### config.mk
export PLATFORM = sky130hd
export DESIGN_NAME = pcie_aer_mask_ctrl_header_log
export DESIGN_NICKNAME = d
export VERILOG_FILES = /design/src/shared/pcie_aer_pkg.sv /design/src/verilog/axi_lite_regport.sv /design/src/verilog/pcie_aer_mask_ctrl_header_log.sv
export SDC_FILE = /design/constraint.sdc
export NUM_CORES = 1
export LEC_CHECK = 0
export BUFFER_PORTS_ARGS = -buffer_cell sky130_fd_sc_hd__buf_4
export CAP_MARGIN = 0
export CORE_MARGIN = 2
export CORE_UTILIZATION = 52
export CTS_BUF_LIST = sky130_fd_sc_hd__clkbuf_8 sky130_fd_sc_hd__clkbuf_16
export DETAILED_ROUTE_END_ITERATION = 7
export PLACE_DENSITY = 0.88
export SYNTH_ARGS = -nofsm -noshare
export SYNTH_HDL_FRONTEND = slang
export SYNTH_SLANG_ARGS = --single-unit
### constraint.sdc
create_clock -name ref_clk -period 1.85 [get_ports ref_clk]
set_input_delay 0.4625 -clock ref_clk [delete_from_list [all_inputs] [get_ports ref_clk]]
set_output_delay 0.4625 -clock ref_clk [all_outputs]
set_load 0.03 [all_outputs]
### src/shared/pcie_aer_pkg.sv
package pcie_aer_pkg;

   localparam int ADDR_W = 12;

   // register byte offsets
   localparam logic [11:0] CORR_STATUS_OFF = 12'h110;
   localparam logic [11:0] CORR_MASK_OFF = 12'h114;
   localparam logic [11:0] CAP_CTRL_OFF = 12'h118;
   localparam logic [11:0] HDR_LOG0_OFF = 12'h11C;
   localparam logic [11:0] HDR_LOG1_OFF = 12'h120;
   localparam logic [11:0] HDR_LOG2_OFF = 12'h124;

   // correctable error field positions, shared by status and mask
   localparam int RECEIVER_FAULT_BIT = 0;
   localparam int BAD_TRANSACTION_PACKET_BIT = 6;
   localparam int BAD_LINK_PACKET_BIT = 7;
   localparam int REPLAY_COUNT_WRAP_BIT = 8;
   localparam int REPLAY_TIMER_EXPIRY_BIT = 12;
   localparam int ADVISORY_NONFATAL_BIT = 13;
   localparam logic [31:0] CORR_FIELDS = 32'h0000_31C1;
   localparam logic [31:0] CORR_MASK_RESET = 32'h0000_2000;
   localparam logic [31:0] CORR_STATUS_RESET = 32'h0000_0000;

   // capability and control field positions
   localparam int CRC_CHECK_ENABLE_BIT = 8;
   localparam int CRC_CHECK_CAPABLE_BIT = 7;
   localparam int CRC_GENERATE_ENABLE_BIT = 6;
   localparam int CRC_GENERATE_CAPABLE_BIT = 5;
   localparam int FIRST_FAULT_POINTER_LSB = 0;
   localparam int FIRST_FAULT_POINTER_W = 5;
   localparam logic [31:0] CAP_CTRL_RESET = 32'h0000_00A0;
   localparam logic CRC_CHECK_ENABLE_RESET = 1'b0;
   localparam logic CRC_GENERATE_ENABLE_RESET = 1'b0;
   localparam logic [4:0] FIRST_FAULT_POINTER_RESET = 5'h00;
   localparam logic [31:0] HDR_LOG_RESET = 32'h0000_0000;

   // AXI responses
   localparam logic [1:0] RESP_OKAY = 2'b00;
   localparam logic [1:0] RESP_SLVERR = 2'b10;

endpackage

### src/verilog/axi_lite_regport.sv
module axi_lite_regport
(
   input wire logic ref_clk,
   input wire logic reset,
   input wire logic [pcie_aer_pkg::ADDR_W-1:0] awaddr,
   input wire logic awvalid,
   output logic awready,
   input wire logic [31:0] wdata,
   input wire logic [3:0] wstrb,
   input wire logic wvalid,
   output logic wready,
   output logic [1:0] bresp,
   output logic bvalid,
   input wire logic bready,
   input wire logic [pcie_aer_pkg::ADDR_W-1:0] araddr,
   input wire logic arvalid,
   output logic arready,
   output logic [31:0] rdata,
   output logic [1:0] rresp,
   output logic rvalid,
   input wire logic rready,
   output logic wrEn,
   output logic [pcie_aer_pkg::ADDR_W-1:0] wrAddr,
   output logic [31:0] wrData,
   output logic [3:0] wrStrb,
   input wire logic wrErr,
   output logic rdEn,
   output logic [pcie_aer_pkg::ADDR_W-1:0] rdAddr,
   input wire logic [31:0] rdValue,
   input wire logic rdErr
);

   // a low ready means that channel's item is held awaiting the other
   assign wrEn = !awready && !wready && !bvalid;
   assign rdEn = !arready && !rvalid;

   always_ff @(posedge ref_clk)
   begin
      if (reset)
      begin
         awready <= 1'b1;
         wrAddr <= '0;
      end
      else if (awvalid && awready)
      begin
         awready <= 1'b0;
         wrAddr <= awaddr;
      end
      else if (bvalid && bready)
         awready <= 1'b1;
   end

   always_ff @(posedge ref_clk)
   begin
      if (reset)
      begin
         wready <= 1'b1;
         wrData <= '0;
         wrStrb <= '0;
      end
      else if (wvalid && wready)
      begin
         wready <= 1'b0;
         wrData <= wdata;
         wrStrb <= wstrb;
      end
      else if (bvalid && bready)
         wready <= 1'b1;
   end

   always_ff @(posedge ref_clk)
   begin
      if (reset)
      begin
         bvalid <= 1'b0;
         bresp <= pcie_aer_pkg::RESP_OKAY;
      end
      else if (wrEn)
      begin
         bvalid <= 1'b1;
         bresp <= wrErr ? pcie_aer_pkg::RESP_SLVERR : pcie_aer_pkg::RESP_OKAY;
      end
      else if (bready)
         bvalid <= 1'b0;
   end

   always_ff @(posedge ref_clk)
   begin
      if (reset)
      begin
         arready <= 1'b1;
         rdAddr <= '0;
      end
      else if (arvalid && arready)
      begin
         arready <= 1'b0;
         rdAddr <= araddr;
      end
      else if (rvalid && rready)
         arready <= 1'b1;
   end

   always_ff @(posedge ref_clk)
   begin
      if (reset)
      begin
         rvalid <= 1'b0;
         rdata <= '0;
         rresp <= pcie_aer_pkg::RESP_OKAY;
      end
      else if (rdEn)
      begin
         rvalid <= 1'b1;
         rdata <= rdValue;
         rresp <= rdErr ? pcie_aer_pkg::RESP_SLVERR : pcie_aer_pkg::RESP_OKAY;
      end
      else if (rready)
         rvalid <= 1'b0;
   end

endmodule // axi_lite_regport

### src/verilog/pcie_aer_mask_ctrl_header_log.sv
// Function
// - advisory non-fatal mask bit13, sticky, resets 1
// - replay timer mask bit12, sticky, resets 0
// - CRC check enable bit8, sticky, resets 0
// - CRC check capable bit7 always reads 1
// - CRC generate enable bit6, sticky, resets 0
// - CRC generate capable bit5 always reads 1
// - header log dwords at 0x11C and 0x120
// - header log third dword at 0x124
// - sticky status per mask bit, write-1-clear
//
// Implementation choice: register access over AXI4-Lite.
module pcie_aer_mask_ctrl_header_log
(
   input wire logic ref_clk,
   input wire logic reset,
   input wire logic coldReset,
   input wire logic [pcie_aer_pkg::ADDR_W-1:0] awaddr,
   input wire logic awvalid,
   output logic awready,
   input wire logic [31:0] wdata,
   input wire logic [3:0] wstrb,
   input wire logic wvalid,
   output logic wready,
   output logic [1:0] bresp,
   output logic bvalid,
   input wire logic bready,
   input wire logic [pcie_aer_pkg::ADDR_W-1:0] araddr,
   input wire logic arvalid,
   output logic arready,
   output logic [31:0] rdata,
   output logic [1:0] rresp,
   output logic rvalid,
   input wire logic rready,
   input wire logic receiverFault,
   input wire logic badTransactionPacket,
   input wire logic badLinkPacket,
   input wire logic replayCountWrap,
   input wire logic replayTimerExpiry,
   input wire logic advisoryNonfatal,
   input wire logic headerCapture,
   input wire logic [127:32] headerIn,
   input wire logic [4:0] firstFaultIn,
   output logic crcCheckEnable,
   output logic crcGenerateEnable,
   output logic corrErrorMessage,
   output logic irq
);

   logic wrEn;
   logic [pcie_aer_pkg::ADDR_W-1:0] wrAddr;
   logic [31:0] wrData;
   logic [3:0] wrStrb;
   logic wrErr;
   logic rdEn;
   logic [pcie_aer_pkg::ADDR_W-1:0] rdAddr;
   logic [31:0] rdValue;
   logic rdErr;
   logic [11:0] wrWord;
   logic [11:0] rdWord;
   logic [31:0] strbBits;
   logic [31:0] corrEvents;
   logic [31:0] correctableMask;
   logic [31:0] correctableStatus;
   logic [31:0] clearBits;
   logic [4:0] firstFaultPointer;
   logic [31:0] headerLog0;
   logic [31:0] headerLog1;
   logic [31:0] headerLog2;

   axi_lite_regport bus
   (
      .ref_clk(ref_clk),
      .reset(reset),
      .awaddr(awaddr),
      .awvalid(awvalid),
      .awready(awready),
      .wdata(wdata),
      .wstrb(wstrb),
      .wvalid(wvalid),
      .wready(wready),
      .bresp(bresp),
      .bvalid(bvalid),
      .bready(bready),
      .araddr(araddr),
      .arvalid(arvalid),
      .arready(arready),
      .rdata(rdata),
      .rresp(rresp),
      .rvalid(rvalid),
      .rready(rready),
      .wrEn(wrEn),
      .wrAddr(wrAddr),
      .wrData(wrData),
      .wrStrb(wrStrb),
      .wrErr(wrErr),
      .rdEn(rdEn),
      .rdAddr(rdAddr),
      .rdValue(rdValue),
      .rdErr(rdErr)
   );

   // sub-word addresses land on the enclosing register
   assign wrWord = {wrAddr[11:2], 2'b00};
   assign rdWord = {rdAddr[11:2], 2'b00};
   assign strbBits = {{8{wrStrb[3]}}, {8{wrStrb[2]}}, {8{wrStrb[1]}}, {8{wrStrb[0]}}};

   always_comb
   begin
      corrEvents = '0;
      corrEvents[pcie_aer_pkg::RECEIVER_FAULT_BIT] = receiverFault;
      corrEvents[pcie_aer_pkg::BAD_TRANSACTION_PACKET_BIT] = badTransactionPacket;
      corrEvents[pcie_aer_pkg::BAD_LINK_PACKET_BIT] = badLinkPacket;
      corrEvents[pcie_aer_pkg::REPLAY_COUNT_WRAP_BIT] = replayCountWrap;
      corrEvents[pcie_aer_pkg::REPLAY_TIMER_EXPIRY_BIT] = replayTimerExpiry;
      corrEvents[pcie_aer_pkg::ADVISORY_NONFATAL_BIT] = advisoryNonfatal;
   end

   always_comb
   begin
      unique case (wrWord)
         pcie_aer_pkg::CORR_STATUS_OFF,
         pcie_aer_pkg::CORR_MASK_OFF,
         pcie_aer_pkg::CAP_CTRL_OFF,
         pcie_aer_pkg::HDR_LOG0_OFF,
         pcie_aer_pkg::HDR_LOG1_OFF,
         pcie_aer_pkg::HDR_LOG2_OFF: wrErr = 1'b0;
         default: wrErr = 1'b1;
      endcase
   end

   // sticky state answers only to coldReset, so an ordinary reset keeps it
   always_ff @(posedge ref_clk)
   begin
      if (coldReset)
         correctableMask <= pcie_aer_pkg::CORR_MASK_RESET;
      else if (wrEn && wrWord == pcie_aer_pkg::CORR_MASK_OFF)
         correctableMask <= (correctableMask & ~(strbBits & pcie_aer_pkg::CORR_FIELDS))
            | (wrData & strbBits & pcie_aer_pkg::CORR_FIELDS);
   end

   assign clearBits = (wrEn && wrWord == pcie_aer_pkg::CORR_STATUS_OFF)
      ? (wrData & strbBits & pcie_aer_pkg::CORR_FIELDS) : '0;

   // a new event beats a simultaneous write-1 clear
   always_ff @(posedge ref_clk)
   begin
      if (coldReset)
         correctableStatus <= pcie_aer_pkg::CORR_STATUS_RESET;
      else
         correctableStatus <= (correctableStatus & ~clearBits) | corrEvents;
   end

   always_ff @(posedge ref_clk)
   begin
      if (coldReset)
      begin
         crcCheckEnable <= pcie_aer_pkg::CRC_CHECK_ENABLE_RESET;
         crcGenerateEnable <= pcie_aer_pkg::CRC_GENERATE_ENABLE_RESET;
      end
      else if (wrEn && wrWord == pcie_aer_pkg::CAP_CTRL_OFF)
      begin
         if (wrStrb[pcie_aer_pkg::CRC_CHECK_ENABLE_BIT / 8])
            crcCheckEnable <= wrData[pcie_aer_pkg::CRC_CHECK_ENABLE_BIT];
         if (wrStrb[pcie_aer_pkg::CRC_GENERATE_ENABLE_BIT / 8])
            crcGenerateEnable <= wrData[pcie_aer_pkg::CRC_GENERATE_ENABLE_BIT];
      end
   end

   // pointer and header are loaded by the error logger, never by software
   always_ff @(posedge ref_clk)
   begin
      if (coldReset)
      begin
         firstFaultPointer <= pcie_aer_pkg::FIRST_FAULT_POINTER_RESET;
         headerLog0 <= pcie_aer_pkg::HDR_LOG_RESET;
         headerLog1 <= pcie_aer_pkg::HDR_LOG_RESET;
         headerLog2 <= pcie_aer_pkg::HDR_LOG_RESET;
      end
      else if (headerCapture)
      begin
         firstFaultPointer <= firstFaultIn;
         headerLog0 <= headerIn[127:96];
         headerLog1 <= headerIn[95:64];
         headerLog2 <= headerIn[63:32];
      end
   end

   // message to the root only for unmasked classes
   always_ff @(posedge ref_clk)
   begin
      if (reset || coldReset)
         corrErrorMessage <= 1'b0;
      else
         corrErrorMessage <= |(corrEvents & ~correctableMask);
   end

   // interrupt lags status by one cycle
   always_ff @(posedge ref_clk)
   begin
      if (reset || coldReset)
         irq <= 1'b0;
      else
         irq <= |(correctableStatus & ~correctableMask);
   end

   always_comb
   begin
      rdValue = '0;
      rdErr = 1'b0;
      unique case (rdWord)
         pcie_aer_pkg::CORR_STATUS_OFF: rdValue = correctableStatus;
         pcie_aer_pkg::CORR_MASK_OFF: rdValue = correctableMask;
         pcie_aer_pkg::CAP_CTRL_OFF:
         begin
            rdValue[pcie_aer_pkg::CRC_CHECK_ENABLE_BIT] = crcCheckEnable;
            rdValue[pcie_aer_pkg::CRC_CHECK_CAPABLE_BIT] = 1'b1;
            rdValue[pcie_aer_pkg::CRC_GENERATE_ENABLE_BIT] = crcGenerateEnable;
            rdValue[pcie_aer_pkg::CRC_GENERATE_CAPABLE_BIT] = 1'b1;
            rdValue[4:0] = firstFaultPointer;
         end
         pcie_aer_pkg::HDR_LOG0_OFF: rdValue = headerLog0;
         pcie_aer_pkg::HDR_LOG1_OFF: rdValue = headerLog1;
         pcie_aer_pkg::HDR_LOG2_OFF: rdValue = headerLog2;
         default: rdErr = 1'b1;
      endcase
   end

   mask_anf_reset_a:
      assert property (@(posedge ref_clk) $fell(coldReset)
         |-> correctableMask[pcie_aer_pkg::ADVISORY_NONFATAL_BIT])
      else $error("advisory mask not set after cold reset");

   mask_replay_reset_a:
      assert property (@(posedge ref_clk) $fell(coldReset)
         |-> !correctableMask[pcie_aer_pkg::REPLAY_TIMER_EXPIRY_BIT] && !crcCheckEnable)
      else $error("replay mask or check enable not clear after cold reset");

   check_enable_write_a:
      assert property (@(posedge ref_clk) disable iff (coldReset || reset)
         wrEn && wrWord == pcie_aer_pkg::CAP_CTRL_OFF && wrStrb[1]
         |=> crcCheckEnable == $past(wrData[8]))
      else $error("check enable did not follow write");

   check_capable_read_a:
      assert property (@(posedge ref_clk) disable iff (coldReset || reset)
         rdEn && rdWord == pcie_aer_pkg::CAP_CTRL_OFF |=> rvalid && rdata[7])
      else $error("check capable flag not read as one");

   generate_enable_write_a:
      assert property (@(posedge ref_clk) disable iff (coldReset || reset)
         wrEn && wrWord == pcie_aer_pkg::CAP_CTRL_OFF && wrStrb[0]
         |=> crcGenerateEnable == $past(wrData[6]))
      else $error("generate enable did not follow write");

   generate_capable_read_a:
      assert property (@(posedge ref_clk) disable iff (coldReset || reset)
         rdEn && rdWord == pcie_aer_pkg::CAP_CTRL_OFF
         |=> rdata[5] && rdata[4:0] == $past(firstFaultPointer))
      else $error("generate capable flag or pointer read wrong");

   pointer_hold_a:
      assert property (@(posedge ref_clk) disable iff (coldReset)
         !headerCapture |=> $stable(firstFaultPointer))
      else $error("first fault pointer changed without capture");

   header_upper_a:
      assert property (@(posedge ref_clk) disable iff (coldReset)
         headerCapture |=> headerLog0 == $past(headerIn[127:96])
            && headerLog1 == $past(headerIn[95:64]))
      else $error("upper header dwords not captured");

   header_lower_a:
      assert property (@(posedge ref_clk) disable iff (coldReset)
         headerCapture ##1 !headerCapture |=> headerLog2 == $past(headerIn[63:32], 2))
      else $error("third header dword not captured or not held");

   mask_reserved_a:
      assert property (@(posedge ref_clk) disable iff (coldReset || reset)
         rdEn && rdWord == pcie_aer_pkg::CORR_MASK_OFF
         |=> (rdata & ~pcie_aer_pkg::CORR_FIELDS) == 32'h0000_0000)
      else $error("reserved mask bits read nonzero");

   masked_silent_a:
      assert property (@(posedge ref_clk) disable iff (coldReset || reset)
         corrEvents != 32'h0000_0000 && (corrEvents & ~correctableMask) == 32'h0000_0000
         |=> !corrErrorMessage && (correctableStatus & $past(corrEvents)) != 32'h0000_0000)
      else $error("masked error signalled or not recorded");

   status_set_wins_a:
      assert property (@(posedge ref_clk) disable iff (coldReset)
         corrEvents != 32'h0000_0000
         |=> (correctableStatus & $past(corrEvents)) == $past(corrEvents))
      else $error("error event lost against clear");

endmodule // pcie_aer_mask_ctrl_header_log
==> results.py <==
metrics = {
    "cts": {
        "cts_made_buffers": 17,
        "cts-root-buf": "clkbuf_16",
        "post_cts_resized": 0,
        "cts.sinks": 184,
        "cts_tree": "yes",
        "clkTransAtPathRegs_ns": 0.07,
        "cts-htree-levels": 4,
        "hold_buffers": 0,
        "clk_latency_ns": 0.43,
        "cts_setup_buffers": 0,
        "cts_buffer_depth": 2,
    },
    "timing": {
        "fmax_mhz": 584,
        "hold_violations": 0,
        "tightest_slew_ns": 0.529,
        "slew_violations": 0,
        "grt_setup_unrepaired": "no",
        "skew_ns": 0.0121,
        "max-slew-margin-rel_pct": 64.7,
        "period_needed_ns": 1.71,
        "tns_ns": 0,
        "finalSetupViolCount": 0,
        "min_period_over_period_pct": 92.5,
    },
    "detailed_routing": {
        "drtAntennaViolNets": 0,
        "wl_per_cell_um": 16.4,
        "num_vias": 6573,
        "drc": 0,
        "viasPerCell": 5.51,
        "firstDrtPassIters": 5,
        "first_iter_violations": 462,
        "drt_wl_total_um": 19600,
    },
    "power": {
        "ir_drop_uv": 609,
        "p_total_mw": 8.73,
        "p_leak_nw": 4.23,
        "p_clk_share_pct": 38.3,
        "netSwitchingFraction_pct": 25.3,
        "p_seq_share_pct": 49.3,
        "power_density_mw_per_mm2": 899,
        "power.internal_mw": 6.52,
        "p_comb_share_pct": 12.5,
        "p_sw_mw": 2.21,
    },
    "yosys": {
        "ys_seq_area_share_pct": 49.3,
        "synth_warnings": 0,
        "yosys-top-cells-count": "dfxtp_1, nor2_1, mux2i_1, nand2_1, a21oi_1",
        "synth_most_common_cell": "dfxtp_1",
        "synthDistinctLibCells": 53,
        "yosysTopAreaCell": "dfxtp_1",
        "syn_area_sq_mm": 0.00748,
        "ys_ff_latch": 184,
        "netlist_instances": 821,
        "synth_edf_count": 0,
        "synth-async-reset-ratio_pct": 0,
        "synthTopCellsByArea": "dfxtp_1, mux2i_1, nor2_1",
        "avgSynthCellArea_sq_um": 9.11,
        "synth_top_area_share_pct": 49.3,
        "synth_flop_cell": "dfxtp_1",
    },
    "worst_setup_path": {
        "crit_required_ns": 2.19,
        "critPathCaptureType": "flip-flop",
        "worstPathArrival_ns": 2.06,
        "rr_worst_depth": 5,
        "critical_path_class": "flip-flop to flip-flop",
        "crit_path_start_kind": "flip-flop",
        "path_max_fanout": 14,
    },
    "floorplan": {
        "start_util_pct": 53.4,
        "rows": 43,
        "coreArea_sq_mm": 0.0140,
        "dieWidth_um": 124,
        "ios": 221,
        "die_y_um": 124,
        "die-area_sq_mm": 0.0154,
    },
    "grt": {
        "grt_use_total_pct": 25.6,
        "grt_max_degree": 37,
        "antenna_found_initial": 0,
        "grt_pass1_vias": 6380,
        "overflow": 0,
        "grt_pass1_wl_um": 30300,
    },
    "outcome": {
        "status": "finished clean",
    },
    "place": {
        "place_hpwl_um": 13800,
        "port_buffers": 186,
        "place_congestion": 0.868,
    },
    "final_layout": {
        "antenna_cells": 0,
        "n_fill_cell": 1071,
        "nets": 1177,
        "drive_above_1_share_pct": 25.7,
        "area_delta_synth_final_pct": 29.9,
    },
    "min_path": {
        "hold_path.class": "input port to flip-flop",
        "hold_depth": 2,
    },
    "run": {
        "cap_violations": 0,
    },
}
## power by group through the flow
stage	clock (mW)	sequential, mW	combinational, mW
finish	3.34	4.30	1.09
detailed placement	0	4.38	1.08
global route	3.54	4.32	1.19
CTS	3.38	4.30	1.09
floorplan	0	4.39	0.588
global placement	0	4.37	1.06
## metrics by stage
stage / hold WS [ns] / setup WS, ns / instances / utilization [%] / area, sq um
after global routing: 0.204 / 0.0473 / 1194 / 69.4 / 9710
after global placement: 0.435 / 0.210 / 1162 / 65.5 / 9170
final: 0.213 / 0.139 / 1194 / 69.4 / 9710
after floorplan: 0.436 / 0.318 / 822 / - / 7480
after detailed placement: 0.443 / 0.149 / 1162 / 65.5 / 9170
after CTS: 0.201 / 0.136 / 1194 / 69.4 / 9710
## cell type report
| type | count | area [sq um] | area share, % |
|---|---|---|---|
| clock buffer | 20 | 467 | 4.81 |
| clock inverter | 12 | 77.6 | 0.799 |
| inverter | 15 | 56.3 | 0.580 |
| multi-input combinational | 568 | 3490 | 36.0 |
| sequential | 184 | 3680 | 38.0 |
| tap | 180 | 225 | 2.32 |
| timing repair buffer | 215 | 1710 | 17.6 |
## path summary, 6_finish.rpt
kind	slack, ns	start	endpoint
max	0.14	bus.rdAddr[3]$_SDFFE_PP0P_	bus.rdata[13]$_SDFFE_PP0P_
max reg2reg	0.14	bus.rdAddr[3]$_SDFFE_PP0P_	bus.rdata[13]$_SDFFE_PP0P_
min	0.21	rready	bus.rvalid$_SDFFE_PP0P_
min reg2reg	0.45	bus.rdata[25]$_SDFFE_PP0P_	bus.rdata[25]$_SDFFE_PP0P_
## cell families after synthesis
kind of cell | share of synthesized area (%)
compound gates | 11.0
xor+xnor | 0.117
buf+inv | 4.08
flops | 49.3
mux | 18.7
other cells | 0.0502
simple gates | 16.8
## routing by layer
layer / GRT usage, % / wire length (um) / vias to the layer above
li1: - / - / 3197
met1: 31.5 / 8150 / 3056
met2: 42.5 / 9300 / 260
met3: 5.31 / 1320 / 60
met4: 13.1 / 807 / 0
met5: 0 / 0 / -
## cells in the final DEF (no fill, tap or decap), types with 3 or more instances in the layout
| master | count |
|---|---|
| buf_12 | 7 |
| o21ai_0 | 17 |
| clkbuf_16 | 17 |
| buf_4 | 207 |
| nand2_1 | 84 |
| nor3_1 | 6 |
| o21ai_1 | 20 |
| o21bai_1 | 3 |
| clkinv_2 | 4 |
| mux2i_1 | 127 |
| clkbuf_8 | 3 |
| nand4_1 | 3 |
| clkinvlp_4 | 6 |
| a311oi_1 | 7 |
| a211oi_1 | 5 |
| and2_1 | 3 |
| a31oi_1 | 4 |
| nand3_1 | 21 |
| a222oi_1 | 4 |
| a21oi_1 | 64 |
| nor2_1 | 142 |
| dfxtp_1 | 183 |
| mux2_2 | 7 |
| o22ai_1 | 6 |
| inv_1 | 16 |
| nand2b_1 | 6 |
## state kept, by name, indices dropped and copies added, names as in the netlist, 2 cells and up, named ones only
name / count
headerLog0: 32
bus.wrData: 6
bus.wrAddr: 10
firstFaultPointer: 5
correctableStatus: 6
bus.rdAddr: 10
bus.rdata: 32
bus.wrStrb: 2
headerLog2: 32
headerLog1: 32
## critical path, cell delays in order, from the launching register on
cell	delay [ns]
dfxtp_1	0.33
buf_4	0.22
and4b_1	0.56
o2bb2ai_1	0.21
nand2_1	0.08
a211oi_1	0.22
No activity file was read; power rests on OpenSTA's default activity.
